--- src/core/acrm_pkg.sv ---
// Constants of the accelerometer register bank
`default_nettype none
package acrm_pkg;
    // ****************************************************************
    // Widths
    // ****************************************************************
    localparam int ADDR_W = 6;
    localparam int DATA_W = 8;
    localparam int SMP_W = 14;
    localparam int NUM_REGS = 50;
    localparam int NUM_AXES = 3;
    localparam int NUM_PINS = 2;
    // ****************************************************************
    // Register offsets
    // ****************************************************************
    localparam logic [5:0] DATA_STATUS = 6'h00;
    localparam logic [5:0] X_SAMPLE_HIGH = 6'h01;
    localparam logic [5:0] Z_SAMPLE_LOW = 6'h06;
    localparam logic [5:0] SYSTEM_MODE_STATUS = 6'h0B;
    localparam logic [5:0] INTERRUPT_SOURCE_STATUS = 6'h0C;
    localparam logic [5:0] DEVICE_IDENTITY = 6'h0D;
    localparam logic [5:0] RANGE_AND_OUTPUT_CONFIG = 6'h0E;
    localparam logic [5:0] ORIENTATION_STATUS = 6'h10;
    localparam logic [5:0] ORIENTATION_BACKFRONT_ZTILT = 6'h13;
    localparam logic [5:0] FALL_MOTION_SOURCE = 6'h16;
    localparam logic [5:0] JOLT_SOURCE = 6'h1E;
    localparam logic [5:0] TAP_SOURCE = 6'h22;
    localparam logic [5:0] TAP_THRESHOLD_X = 6'h23;
    localparam logic [5:0] TAP_THRESHOLD_Z = 6'h25;
    localparam logic [5:0] TAP_FIRST_TIME_LIMIT = 6'h26;
    localparam logic [5:0] CONTROL_RATE_ACTIVE = 6'h2A;
    localparam logic [5:0] CONTROL_WAKE_PIN_TYPE = 6'h2C;
    localparam logic [5:0] INTERRUPT_ENABLE_MAP = 6'h2D;
    localparam logic [5:0] INTERRUPT_PIN_ROUTING = 6'h2E;
    localparam logic [5:0] X_OFFSET_CORRECTION = 6'h2F;
    // ****************************************************************
    // Field positions and codes
    // ****************************************************************
    localparam int FAST_READ_BIT = 1;
    localparam int ACTIVE_BIT = 0;
    localparam int IRQ_POLARITY_BIT = 1;
    localparam int IRQ_OUTPUT_TYPE_BIT = 0;
    localparam int FS_MSB = 1;
    localparam logic [1:0] FS_SMALL = 2'h0;
    localparam logic [1:0] FS_MID = 2'h1;
    localparam logic [7:0] RESET_VAL = 8'h00;
    localparam logic signed [15:0] SMP_MAX = 16'sh1FFF;
    localparam logic signed [15:0] SMP_MIN = -16'sh2000;
    // ****************************************************************
    // Writable bits per offset, zero where nothing is writable
    // ****************************************************************
    function automatic logic [7:0] acrm_wr_mask(input logic [5:0] a);
        case (a)
            6'h09, 6'h12, 6'h14, 6'h17, 6'h18, 6'h1F, 6'h20, 6'h21,
            6'h26, 6'h27, 6'h28, 6'h29, 6'h2A, 6'h2F, 6'h30,
            6'h31: return 8'hFF;
            6'h0A: return 8'h3C;
            6'h0E: return 8'h13;
            6'h0F: return 8'h33;
            6'h11: return 8'hC0;
            6'h13: return 8'hC7;
            6'h15: return 8'hF8;
            6'h1D: return 8'h1F;
            6'h23, 6'h24, 6'h25: return 8'h7F;
            6'h2B: return 8'hDF;
            6'h2C: return 8'hFB;
            6'h2D, 6'h2E: return 8'hFD;
            default: return 8'h00;
        endcase
    endfunction
endpackage
`default_nettype wire

--- src/core/acrm_regbank.sv ---
// Register bank of a three-axis accelerometer with interrupt pin drive
// ********************************************************************
// ********************************************************************
//
// Implementation choice: the strobed register port.
`timescale 1ns/10ps
`default_nettype none
module acrm_regbank #(
    parameter logic [7:0] IDENTITY = 8'h5C // Arbitrary value
) (
    input wire logic i_clk,
    input wire logic i_reset_n,
    input wire logic [acrm_pkg::ADDR_W-1:0] i_addr,
    input wire logic [acrm_pkg::DATA_W-1:0] i_wr_data,
    input wire logic i_wr,
    input wire logic i_rd,
    output logic [acrm_pkg::DATA_W-1:0] o_rd_data,
    input wire logic i_sample_valid,
    input wire logic [acrm_pkg::SMP_W-1:0] i_x_raw,
    input wire logic [acrm_pkg::SMP_W-1:0] i_y_raw,
    input wire logic [acrm_pkg::SMP_W-1:0] i_z_raw,
    input wire logic [7:0] i_event_level,
    input wire logic [7:0] i_orient_status,
    input wire logic [7:0] i_fall_source,
    input wire logic [7:0] i_jolt_source,
    input wire logic [7:0] i_tap_source,
    output logic o_irq_pin_first_o,
    output logic o_irq_pin_first_oe_n,
    output logic o_irq_pin_second_o,
    output logic o_irq_pin_second_oe_n
);
    import acrm_pkg::*;

    // ****************************************************************
    // Bus decode
    // ****************************************************************
    logic [7:0] rw_ff [0:NUM_REGS-1];
    wire logic [7:0] cur_mask = acrm_wr_mask(i_addr);
    wire logic is_rw = |cur_mask;
    wire logic [7:0] cfg_data = rw_ff[RANGE_AND_OUTPUT_CONFIG];
    wire logic [7:0] ctrl_rate = rw_ff[CONTROL_RATE_ACTIVE];
    wire logic [7:0] ctrl_pin = rw_ff[CONTROL_WAKE_PIN_TYPE];
    wire logic [7:0] irq_en = rw_ff[INTERRUPT_ENABLE_MAP];
    wire logic [7:0] irq_route = rw_ff[INTERRUPT_PIN_ROUTING];
    wire logic [1:0] fs_sel = cfg_data[FS_MSB:0];
    wire logic fast_read = ctrl_rate[FAST_READ_BIT];
    wire logic irq_polarity_select = ctrl_pin[IRQ_POLARITY_BIT];
    wire logic irq_output_type = ctrl_pin[IRQ_OUTPUT_TYPE_BIT];

    // ****************************************************************
    // Writable register storage
    // ****************************************************************
    genvar gr;
    generate
        for (gr = 0; gr < NUM_REGS; gr++) begin : g_reg
            wire logic [7:0] msk = acrm_wr_mask(6'(gr));
            wire logic hit = i_wr && (i_addr == 6'(gr));
            wire logic [7:0] nxt_reg = (i_wr_data & msk);
            always_ff @(posedge i_clk or negedge i_reset_n) begin
                if (!i_reset_n) begin
                    rw_ff[gr] <= RESET_VAL;
                end else if (hit) begin
                    rw_ff[gr] <= nxt_reg;
                end
            end
        end
    endgenerate

    // ****************************************************************
    // Axis samples with offset correction and data-ready flags
    // ****************************************************************
    logic [SMP_W-1:0] smp_ff [0:NUM_AXES-1];
    logic [NUM_AXES-1:0] dr_ff;
    logic [NUM_AXES-1:0] ow_ff;
    wire logic [SMP_W-1:0] raw_w [0:NUM_AXES-1];
    assign raw_w[0] = i_x_raw;
    assign raw_w[1] = i_y_raw;
    assign raw_w[2] = i_z_raw;

    genvar ga;
    generate
        for (ga = 0; ga < NUM_AXES; ga++) begin : g_axis
            wire logic [7:0] off = rw_ff[int'(X_OFFSET_CORRECTION) + ga];
            wire logic signed [15:0] off_ext = 16'(signed'(off));
            wire logic signed [15:0] raw_ext = 16'(signed'(raw_w[ga]));
            // 2 mg per count is 8, 4 or 2 sample counts by range
            wire logic signed [15:0] off_sc =
                (fs_sel == FS_SMALL) ? (off_ext <<< 3) :
                (fs_sel == FS_MID) ? (off_ext <<< 2) : (off_ext <<< 1);
            wire logic signed [15:0] sum = raw_ext + off_sc;
            wire logic [SMP_W-1:0] nxt_smp =
                (sum > SMP_MAX) ? SMP_MAX[SMP_W-1:0] :
                (sum < SMP_MIN) ? SMP_MIN[SMP_W-1:0] : sum[SMP_W-1:0];
            wire logic hi_rd = i_rd &&
                (i_addr == 6'(int'(X_SAMPLE_HIGH) + 2 * ga));
            // A new sample wins over the clearing read
            wire logic nxt_dr = i_sample_valid | (dr_ff[ga] & ~hi_rd);
            wire logic nxt_ow = (i_sample_valid & dr_ff[ga]) |
                (ow_ff[ga] & ~hi_rd);
            always_ff @(posedge i_clk or negedge i_reset_n) begin
                if (!i_reset_n) begin
                    smp_ff[ga] <= '0;
                    dr_ff[ga] <= 1'b0;
                    ow_ff[ga] <= 1'b0;
                end else begin
                    if (i_sample_valid) begin
                        smp_ff[ga] <= nxt_smp;
                    end
                    dr_ff[ga] <= nxt_dr;
                    ow_ff[ga] <= nxt_ow;
                end
            end
        end
    endgenerate

    // ****************************************************************
    // Status views
    // ****************************************************************
    wire logic [7:0] data_status = {|ow_ff, ow_ff[2], ow_ff[1], ow_ff[0],
                                    |dr_ff, dr_ff[2], dr_ff[1], dr_ff[0]};
    wire logic [7:0] src_status = {i_event_level[7:2], 1'b0, |dr_ff};
    wire logic [7:0] sys_mode = {7'h00, ctrl_rate[ACTIVE_BIT]};
    wire logic [5:0] smp_off = i_addr - X_SAMPLE_HIGH;
    wire logic is_smp = (i_addr >= X_SAMPLE_HIGH) &&
                        (i_addr <= Z_SAMPLE_LOW);
    wire logic [SMP_W-1:0] sel_smp = smp_ff[smp_off[2:1]];
    // Fast read drops the low bytes so only the 8-bit value remains
    wire logic [7:0] smp_byte = !smp_off[0] ? sel_smp[13:6] :
        fast_read ? 8'h00 : {sel_smp[5:0], 2'b00};

    // ****************************************************************
    // Read selection
    // ****************************************************************
    function automatic logic [7:0] ro_sel(input logic [5:0] a);
        case (a)
            DATA_STATUS: return data_status;
            SYSTEM_MODE_STATUS: return sys_mode;
            INTERRUPT_SOURCE_STATUS: return src_status;
            DEVICE_IDENTITY: return IDENTITY;
            ORIENTATION_STATUS: return i_orient_status;
            FALL_MOTION_SOURCE: return i_fall_source;
            JOLT_SOURCE: return i_jolt_source;
            TAP_SOURCE: return i_tap_source;
            default: return 8'h00;
        endcase
    endfunction

    wire logic [7:0] rd_val = is_smp ? smp_byte :
        is_rw ? rw_ff[i_addr] : ro_sel(i_addr);
    wire logic [7:0] nxt_rd_data = i_rd ? rd_val : 8'h00;

    logic [7:0] rd_data_ff;
    always_ff @(posedge i_clk or negedge i_reset_n) begin
        if (!i_reset_n) begin
            rd_data_ff <= 8'h00;
        end else begin
            rd_data_ff <= nxt_rd_data;
        end
    end
    assign o_rd_data = rd_data_ff;

    // ****************************************************************
    // Interrupt routing and pin drive
    // ****************************************************************
    wire logic [7:0] live = src_status & irq_en;
    wire logic [NUM_PINS-1:0] pin_act;
    assign pin_act[0] = |(live & irq_route);
    assign pin_act[1] = |(live & ~irq_route);
    logic [NUM_PINS-1:0] pin_o_ff;
    logic [NUM_PINS-1:0] pin_oe_n_ff;

    genvar gp;
    generate
        for (gp = 0; gp < NUM_PINS; gp++) begin : g_pin
            wire logic lvl = pin_act[gp] ^ ~irq_polarity_select;
            // Open-drain pulls low only; a high level is released
            wire logic nxt_o = irq_output_type ? 1'b0 : lvl;
            wire logic nxt_oe_n = irq_output_type ? lvl : 1'b0;
            always_ff @(posedge i_clk or negedge i_reset_n) begin
                if (!i_reset_n) begin
                    pin_o_ff[gp] <= 1'b1;
                    pin_oe_n_ff[gp] <= 1'b0;
                end else begin
                    pin_o_ff[gp] <= nxt_o;
                    pin_oe_n_ff[gp] <= nxt_oe_n;
                end
            end
        end
    endgenerate
    assign o_irq_pin_first_o = pin_o_ff[0];
    assign o_irq_pin_first_oe_n = pin_oe_n_ff[0];
    assign o_irq_pin_second_o = pin_o_ff[1];
    assign o_irq_pin_second_oe_n = pin_oe_n_ff[1];
endmodule
`default_nettype wire

--- config.mk ---
export PLATFORM = sky130hd
export DESIGN_NAME = acrm_regbank
export DESIGN_NICKNAME = d
export VERILOG_FILES = /design/src/core/acrm_pkg.sv /design/src/core/acrm_regbank.sv
export SDC_FILE = /design/constraint.sdc
export NUM_CORES = 1
export LEC_CHECK = 0
export ABC_CLOCK_PERIOD_IN_PS = 4800
export BUFFER_PORTS_ARGS = -buffer_cell sky130_fd_sc_hd__buf_4
export CORE_MARGIN = 4
export CORE_UTILIZATION = 24
export CTS_BUF_LIST = sky130_fd_sc_hd__clkbuf_16
export DETAILED_ROUTE_END_ITERATION = 8
export SLEW_MARGIN = 20
export SYNTH_ARGS = -nofsm -noshare
export SYNTH_HDL_FRONTEND = slang
export SYNTH_SLANG_ARGS = --single-unit
--- constraint.sdc ---
create_clock -name i_clk -period 4.8 [get_ports i_clk]
set_input_delay 0.48 -clock i_clk [delete_from_list [all_inputs] [get_ports i_clk]]
set_output_delay 0.48 -clock i_clk [all_outputs]
set_load 0.02 [all_outputs]
==> impl_metrics.ini, run 1 <==
[cts]
cts_hold_buf = 0
cts_buffers = 29
postCtsSetupBuffers = 0
clkLatencyLatePin_ns = 0.57
cts.repair.resized = 0
h-tree-depth = 1
cts_tree = yes
root_buffer = clkbuf_16
clk_pin_slew_ns = 0.06
cts_buffer_depth = 3
cts_sinks = 265

[sta]
slew_headroom_pct = 39.2
finalSetupViolCount = 0
fmax_ghz = 0.253
tightest_slew_ns = 0.912
fin_worst_skew_ns = 0.00990
fin_crit_ns = 3.95
rsz0062_at_grt = no
fin_ws_ns = 0.848
post-route-period-util_pct = 82.3
tns_ns = 0
maxSlewViolCount = 0
finalHoldViolCount = 0

[synthesis]
syn_area_mm2 = 0.0156
synth-seq-cells = 265
synth_commonest_cells = dfrtp_1, mux2_2, nand2_1
ys_seq_area_share_pct = 42.4
avgSynthCellArea_um2 = 10.9
synth_nets = 1586
synth_most_common_cell = dfrtp_1
synthArstFlopShare_pct = 100
ys_warn_count = 0
synth_area_leaders = dfrtp_1, mux2_2, ha_1, mux2i_1, mux4_2
synth_top_flop_cell = dfrtp_1
synth_top_area_share_pct = 42.1
synth_cells = 1431
synth_edf_count = 0
synth_cell_types = 77
synth_top_cell_by_area = dfrtp_1

[critical_path]
slowest_delay_ns = 0.64
cp_data_arrival_time_ns = 4.37
path_buf_inv = 1
crit_fanout = 17
path_class = flop to flop
cpMaxStageDelayCell = dfrtp_1
worstSetupEndpointType = flop
startpoint_type = flop
crit_family = compound AO/OA/AOI/OAI gates
path_cells = nor2b_1 -> a22o_1 -> fa_1 -> a211oi_1 -> o21ai_0 -> a21oi_1 -> o31ai_1 -> xor2_1 -> buf_4 -> a2111oi_0 -> o22ai_1
required_ns = 5.22

[final_layout]
fillCellCount = 6776
fin_nets = 1660
drive_gt1_share_pct = 28.9
fin_util_pct = 28.3
areaGrowthSynthToFinish_pct = 16.5

[place]
dp_hpwl_um = 36000
place_ws_ns = 0.910
port_buffers = 110
gp_congestion = 0.933

[pwr]
seqPwrFrac_pct = 42.8
total_leakage_power_nw = 8.10
vdd_drop_max_v = 0.000232
p_sw_w = 0.00217
swShare_pct = 32.1
p_comb_share_pct = 26.7
p_per_area_mw_per_mm2 = 371
p_clk_share_pct = 30.5
intPower_w = 0.00459

[floorplanning]
fp-row-count = 93
start_util_pct = 24.3
ios = 113
dieWidth_um = 263
die-height_um = 263
die_area_mm2 = 0.0693
core_area_mm2 = 0.0645

[global_route]
grt_usage_pct = 13.9
grt_first_pass_wirelength_um = 77000
grt_pass1_vias = 12700
grt_start_max_net_pins = 132
antenna_found_initial = 4
grt_overflow_total = 0

[outcome]
run_status = completed

[route]
drtIter0Drc = 1113
post_drt_wl_per_cell_um = 21.0
finalWirelength_um = 50000
firstDrtPassIters = 7
via_count = 12300
ant_nets = 0
via_per_inst = 5.14
drc = 0

[flow_run]
drv_cap = 0

[hold_path]
min_path_type = input port to flop
power groups by stage:
stage | logic, W | clock network [W] | registers [W]
after floorplan | 0.00127 | 0 | 0.00282
after global placement | 0.00174 | 0 | 0.00291
after detailed placement | 0.00179 | 0 | 0.00293
after CTS | 0.00180 | 0.00211 | 0.00289
after global routing | 0.00198 | 0.00221 | 0.00293
final | 0.00180 | 0.00206 | 0.00289
stage by stage:
stage	hold slack [ns]	total power [W]	cell area, um^2	std cells
after global routing	0.240	0.00712	18200	2382
after global placement	0.467	0.00465	17300	2327
final	0.226	0.00676	18200	2383
after detailed placement	0.479	0.00472	17300	2327
after floorplan	0.184	0.00409	15600	1431
after CTS	0.0670	0.00680	18200	2380
sequential cells by signal, indices dropped and copies added, names as in the netlist:
name,cells
cfg_data,3
ctrl_pin,7
ctrl_rate,8
data_status,6
g_axis.off,24
irq_en,7
irq_route,7
o_irq_pin_first_o,1
o_irq_pin_first_oe_n,1
o_irq_pin_second_o,1
o_irq_pin_second_oe_n,1
o_rd_data,8
rw_ff,149
smp_ff,42
cell usage in the layout (no fill, tap or decap), types with 15 or more instances in the layout:
| cell | synthesis | final |
|---|---|---|
| a211oi_1 | 15 | 15 |
| inv_1 | 39 | 48 |
| mux4_2 | 17 | 17 |
| buf_4 | 2 | 131 |
| o22ai_1 | 37 | 37 |
| nand3_1 | 33 | 33 |
| xnor2_1 | 16 | 16 |
| dfrtp_1 | 263 | 263 |
| a21oi_1 | 76 | 76 |
| mux2_2 | 226 | 226 |
| nor3_1 | 19 | 19 |
| o21ai_0 | 75 | 75 |
| nand2_1 | 98 | 98 |
| nor2_1 | 53 | 53 |
| a31oi_1 | 21 | 21 |
| ha_1 | 51 | 51 |
| clkbuf_16 | 0 | 29 |
| a22oi_1 | 25 | 25 |
| mux2i_1 | 58 | 57 |
cell type report:
type | count | area (um^2) | share of cell area [%]
Tap cell | 855 | 1070 | 5.87
Clock buffer | 29 | 726 | 3.98
Antenna cell | 1 | 2.50 | 0.0137
Sequential cell | 265 | 6630 | 36.4
Clock inverter | 24 | 146 | 0.803
Timing Repair Buffer | 135 | 1060 | 5.80
Multi-Input combinational cell | 1033 | 8430 | 46.3
Inverter | 41 | 154 | 0.845
metal layers:
layer / vias up / global-route usage [%] / wire length, um / share of wire, %
li1: 5526 / - / - / -
met1: 6224 / 17.8 / 20800 / 42
met2: 394 / 24.4 / 25000 / 50
met3: 104 / 2.41 / 2580 / 5.1
met4: 6 / 3.65 / 1570 / 3.1
met5: - / 0 / 37 / 0.074
tightest hold or removal path, stage by stage:
cell     delay (ns)
buf_4          0.08
a21oi_1        0.05
o22ai_1        0.12
worst paths after layout:
check | startpoint | to | slack, ns | cells after the start
worst max-delay path | cfg_data[0] | smp_ff[12] | 0.85 | 11
worst max register to register | cfg_data[0] | smp_ff[12] | 0.85 | 11
worst min-delay path | i_z_raw[0] | smp_ff[0] | 0.23 | 3
max in group asynchronous | i_reset_n | o_rd_data[0] | 3.15 | 4
worst min register to register | ctrl_pin[0] | o_irq_pin_first_o | 0.48 | 1
min in group asynchronous | i_reset_n | rw_ff[75] | 0.38 | 2
kinds of logic (layout without fill, tap and decap cells):
| group | after synthesis | count (layout) | synth area share (%) |
|---|---|---|---|
| buf+inv | 133 | 229 | 3.66 |
| flops | 265 | 265 | 42.4 |
| xor+xnor | 29 | 29 | 1.67 |
| mux | 309 | 309 | 23.8 |
| other cells | 0 | 1 | 0 |
| simple gates | 271 | 271 | 8.17 |
| compound gates | 360 | 360 | 15.2 |
| fa+ha+maj | 64 | 64 | 5.11 |
(Power assumes the default switching activity.)
==> run 2: changes to the inputs <==
ABC_CLOCK_PERIOD_IN_PS = 3600   (was 4800)
clock period = 3.6 ns   (was 4.8 ns; I/O delays follow)
==> run 2 against run 1 <==
  * Non-clock buffer count grew 17
  * Clock-buffer cell count increased by 1
  * Setup slack got worse by 0.65 ns
  * Worst hold slack worse by 0.11 ns
  * Flip-flop and latch count did not move
  * Final area rose by 1.2%
  * Clock skew grew 0.015 ns
  * First-iteration DRC count fell by 16%
  * Clock power grew 45%
==> impl_metrics.ini, run 2 (synthesized netlist as in run 1, its figures left out) <==
[outcome]
run_status = completed

[pwr]
intPower_w = 0.00633
seqPwrFrac_pct = 41.5
p_sw_w = 0.00294
total_leakage_power_nw = 8.24
p_per_area_mw_per_mm2 = 503
vdd_drop_max_v = 0.000385
swShare_pct = 31.7
p_clk_share_pct = 32.1
p_comb_share_pct = 26.4

[place]
dpl_cell_area_mm2 = 0.0175
port_buffers = 110
gp_congestion = 0.898
place_ws_ns = 0.182
dp_hpwl_um = 36900

[final_layout]
fin_nets = 1678
fin_util_pct = 28.6
areaGrowthSynthToFinish_pct = 18.0
top_register = rw_ff
final_cell_mix = dfrtp_1, mux2_2, buf_4, nand2_1, a21oi_1
layout_commonest_cell = dfrtp_1
drive_gt1_share_pct = 29.7
finalInstanceArea_mm2 = 0.0184
largest_reg_flops = 149

[sta]
maxSlewViolCount = 0
finalHoldViolCount = 0
fmax_ghz = 0.294
tightest_slew_ns = 0.826
fin_crit_ns = 3.40
tns_ns = 0
post-route-period-util_pct = 94.5
fin_ws_ns = 0.197
hold_ws_ns = 0.113
slew_headroom_pct = 44.7
fin_worst_skew_ns = 0.0252
rsz0062_at_grt = no
finalSetupViolCount = 0

[route]
drtIter0Drc = 932
via_count = 12200
post_drt_wl_per_cell_um = 21.0
via_per_inst = 5.10
firstDrtPassIters = 5
ant_nets = 0
finalWirelength_um = 50400
drc = 0

[critical_path]
path_buf_inv = 1
startpoint_type = flop
slowest_delay_ns = 0.46
crit_family = compound AO/OA/AOI/OAI gates
crit_fanout = 29
cp_data_arrival_time_ns = 3.89
required_ns = 4.08
critPathMostFrequentCell = a21o_1
path_class = flop to flop
worstSetupEndpointType = flop
cpMaxStageDelayCell = dfrtp_1
path_cells = buf_12 -> nor2_1 -> mux2_2 -> ha_1 -> a21o_1 -> a21o_1 -> a31o_2 -> a21oi_2 -> xnor2_1 -> nand2_1 -> a31oi_1

[cts]
cts_tree = yes
cts_buffer_depth = 3
root_buffer = clkbuf_16
h-tree-depth = 1
cts_buffers = 30
clk_pin_slew_ns = 0.06
cts_sinks = 265
clkLatencyLatePin_ns = 0.59

[global_route]
grt_overflow_total = 0
antenna_found_initial = 2
grt_usage_pct = 13.9
grt_start_max_net_pins = 105
grt_first_pass_wirelength_um = 76600
grt_pass1_vias = 12600

[floorplanning]
core_area_mm2 = 0.0645
start_util_pct = 24.3
die_area_mm2 = 0.0693
ios = 113
fp-row-count = 93
dieWidth_um = 263
die-height_um = 263

[hold_path]
min_path_type = input port to flop

[flow_run]
drv_cap = 0
-- run 2: cell types whose count changed in the layout (fill, tap and decap cells not counted), moves of 2 or more --
cell	change
buf_12	+3
buf_4	+15
bufinv_16	+2
clkinv_1	-4
clkinvlp_4	-2
inv_1	+2
-- run 2: area by class of cell --
cell class                 instances  area [um^2]
timing repair buffer             152         1200
multi-input combinational       1033         8430
clock buffer                      30          751
clock inverter                    23          203
tap                              855         1070
inverter                          41          154
sequential                       265         6630
antenna                            1         2.50
fill                            6675        46000
-- run 2: per-stage QoR --
stage                     instances  total power, W
after CTS                      2399         0.00932
after global placement         2345         0.00624
after floorplan                1431         0.00545
after detailed placement       2345         0.00633
after global routing           2399         0.00974
final                          2400         0.00927
-- run 2: power by group through the flow --
stage | Sequential (W) | Combinational (W) | Clock, W
final | 0.00385 | 0.00244 | 0.00298
after detailed placement | 0.00390 | 0.00243 | 0
after CTS | 0.00385 | 0.00244 | 0.00303
after global placement | 0.00387 | 0.00237 | 0
after global routing | 0.00390 | 0.00268 | 0.00316
after floorplan | 0.00376 | 0.00170 | 0
-- run 2: final timing paths --
path	slack (ns)	to	from	cells past startpoint
hold reg to reg	0.47	o_irq_pin_first_o	ctrl_pin[0]	1
min in group asynchronous	0.39	ctrl_rate[3]	i_reset_n	2
max in group asynchronous	2.16	smp_ff[22]	i_reset_n	3
setup / recovery	0.20	smp_ff[35]	cfg_data[1]	11
hold / removal	0.11	smp_ff[0]	i_z_raw[0]	3
setup reg to reg	0.20	smp_ff[35]	cfg_data[1]	11
-- run 2: routing by layer --
metal / wire [um] / GRT usage [%] / vias to the layer above / share of wire [%]
li1: - / - / 5550 / -
met1: 21800 / 18.1 / 6278 / 43
met2: 25300 / 24.6 / 320 / 50
met3: 2140 / 1.98 / 78 / 4.2
met4: 1210 / 3.07 / 2 / 2.4
met5: 13 / 0 / - / 0.026
-- run 2: worst register-to-register path, stage by stage (launching register included) --
cell	delay, ns
dfrtp_1	0.46
buf_12	0.19
nor2_1	0.27
mux2_2	0.42
ha_1	0.23
a21o_1	0.17
a21o_1	0.19
a31o_2	0.24
a21oi_2	0.32
xnor2_1	0.39
nand2_1	0.20
a31oi_1	0.24
-- run 2: timing repair --
item,in CTS,in global routing
resized for setup,0,1
setup buffers,0,0
hold buffers,1,0
setup endpoints to repair,0,1
endpoints found under the hold margin,86,0
==> run 3: changes to the inputs <==
BUFFER_PORTS_ARGS = -buffer_cell sky130_fd_sc_hd__buf_2   (was -buffer_cell sky130_fd_sc_hd__buf_4)
==> run 3 against run 2 <==
  * Power decreased by 1.7%
  * Core utilization decreased by 0.37 points
  * Critical path depth stayed put
  * Wire length grew 0.16%
  * Clock-buffer cell count is 1 lower
  * Clock power down 4%
  * Clock skew barely moved
  * Maximum frequency increased by 0.26%
  * Final cell count up 0.46%
  * Setup slack improved by 0.0089 ns
  * Flip-flop and latch count unchanged
  * Critical path type unchanged
  * Largest cell class unchanged
==> impl_metrics.ini, run 3 (synthesized netlist as in run 1, its figures left out) <==
[sta]
tightest_slew_ns = 0.986
fin_crit_ns = 3.39
finalSetupViolCount = 0
fin_ws_ns = 0.206
slew_headroom_pct = 34.3
fmax_ghz = 0.295
tns_ns = 0
post-route-period-util_pct = 94.3
maxSlewViolCount = 0
fin_worst_skew_ns = 0.0253
finalHoldViolCount = 0

[route]
via_per_inst = 5.11
routed-wl-met2_um = 25300
dr_wl_met3_um = 2430
routed.top_layer = met5
met1_length_um = 21100
via_count = 12300
finalWirelength_um = 50500
firstDrtPassIters = 6
post_drt_wl_per_cell_um = 20.9
ant_nets = 0
drtIter0Drc = 1078
drc = 0

[floorplanning]
dieWidth_um = 263
die_area_mm2 = 0.0693
core_area_mm2 = 0.0645
die-height_um = 263
start_util_pct = 24.3
ios = 113
fp-row-count = 93

[global_route]
grt_overflow_total = 0
grt_pass1_vias = 12500
grt_start_max_net_pins = 93
antenna_found_initial = 10
grt_usage_pct = 14.0
grt_first_pass_wirelength_um = 77000

[hold_path]
min_path_type = input port to flop

[critical_path]
crit_fanout = 30
path_buf_inv = 1
cp_data_arrival_time_ns = 3.84
crit_family = compound AO/OA/AOI/OAI gates
slowest_delay_ns = 0.49
required_ns = 4.05
startpoint_type = flop
path_cells = buf_4 -> nor2b_1 -> a22o_1 -> fa_1 -> a211oi_1 -> o21ai_1 -> a41oi_2 -> a21oi_2 -> xnor2_2 -> or3b_1 -> o221a_2
cpMaxStageDelayCell = or3b_1
path_class = flop to flop
worstSetupEndpointType = flop

[place]
place_ws_ns = 0.175
dpl_cell_area_mm2 = 0.0173
placed_cells = 2354
dp_hpwl_um = 38000
gp_congestion = 0.910
port_buffers = 110

[pwr]
vdd_drop_max_v = 0.000371
total_leakage_power_nw = 8.17
p_total_w = 0.00912
p_per_area_mw_per_mm2 = 501

[final_layout]
layout_commonest_cell = dfrtp_1
areaGrowthSynthToFinish_pct = 16.4
largest_reg_flops = 149
finalInstanceArea_mm2 = 0.0182
instances_no_fill = 2411
fin_nets = 1686
fillCellCount = 6721
top_register = rw_ff
drive_gt1_share_pct = 30.4
final_cell_mix = dfrtp_1, mux2_2, buf_2, nand2_1, a21oi_1

[cts]
clk_pin_slew_ns = 0.06
cts_buffers = 29
h-tree-depth = 1
root_buffer = clkbuf_16
cts_sinks = 265
cts_buffer_depth = 3
clkLatencyLatePin_ns = 0.58
postCtsSetupBuffers = 0
cts_tree = yes

[flow_run]
drv_cap = 0

[outcome]
run_status = completed
==> run 3: changes by cell type in the layout (fill, tap and decap cells not counted), sizes merged <==
| cell | change |
|---|---|
| buf | +9 |
| bufinv | -1 |
| clkbuf | -1 |
| clkinv | +5 |
| clkinvlp | +1 |
| diode | +1 |
| inv | -3 |
==> run 3: routing by layer <==
layer  up-vias  global-route usage [%]
met1      6253                    17.8
met5         -                       0
met2       384                    24.7
li1       5579                       -
met3       108                    2.16
met4         6                    3.59
==> run 3: timing repair <==
item / in CTS / in global routing
resized for setup: 0 / 5
setup endpoints to repair: 0 / 15
hold buffers: 1 / 0
hold endpoints to repair: 89 / 0
==> run 3: report_power, final <==
part / leakage, nW / internal, W / switching [W]
Clock: 0.464 / 0.00161 / 0.00124
Combinational: 4.27 / 0.00109 / 0.00132
Sequential: 3.43 / 0.00348 / 0.000365
Total: 8.17 / 0.00619 / 0.00293
==> run 3: path summary, 6_finish.rpt <==
| kind | from | to | slack, ns | cells past startpoint |
|---|---|---|---|---|
| worst max-delay path | cfg_data[1] | smp_ff[26] | 0.21 | 11 |
| worst min-delay path | i_rd | o_rd_data[1] | 0.14 | 3 |
| worst max register to register | cfg_data[1] | smp_ff[26] | 0.21 | 11 |
| worst min register to register | ctrl_pin[0] | o_irq_pin_second_o | 0.49 | 1 |
| max in group asynchronous | i_reset_n | smp_ff[37] | 2.23 | 3 |
| min in group asynchronous | i_reset_n | rw_ff[64] | 0.38 | 2 |
==> run 3: final cells by class <==
type	instances	area, um^2	area share, %
diodes	2	5.00	0.0275
repair buffers	161	986	5.42
flip-flops and latches	265	6630	36.4
multi-input cells	1033	8450	46.4
clock inverters	25	181	0.997
clock buffers	29	726	3.99
well taps	855	1070	5.88
inverters	41	154	0.845
==> run 3: through the flow <==
step                      utilization (%)  hold slack, ns
final                                28.2           0.140
after global routing                 28.2           0.131
after CTS                            28.2           0.116
after detailed placement             26.8           0.415
after global placement               26.8           0.404
after floorplan                         -          0.0644
==> run 3: tightest hold or removal path: stages <==
cell and delay, ns:
buf_2 0.16, o21ai_0 0.09, a21oi_1 0.05
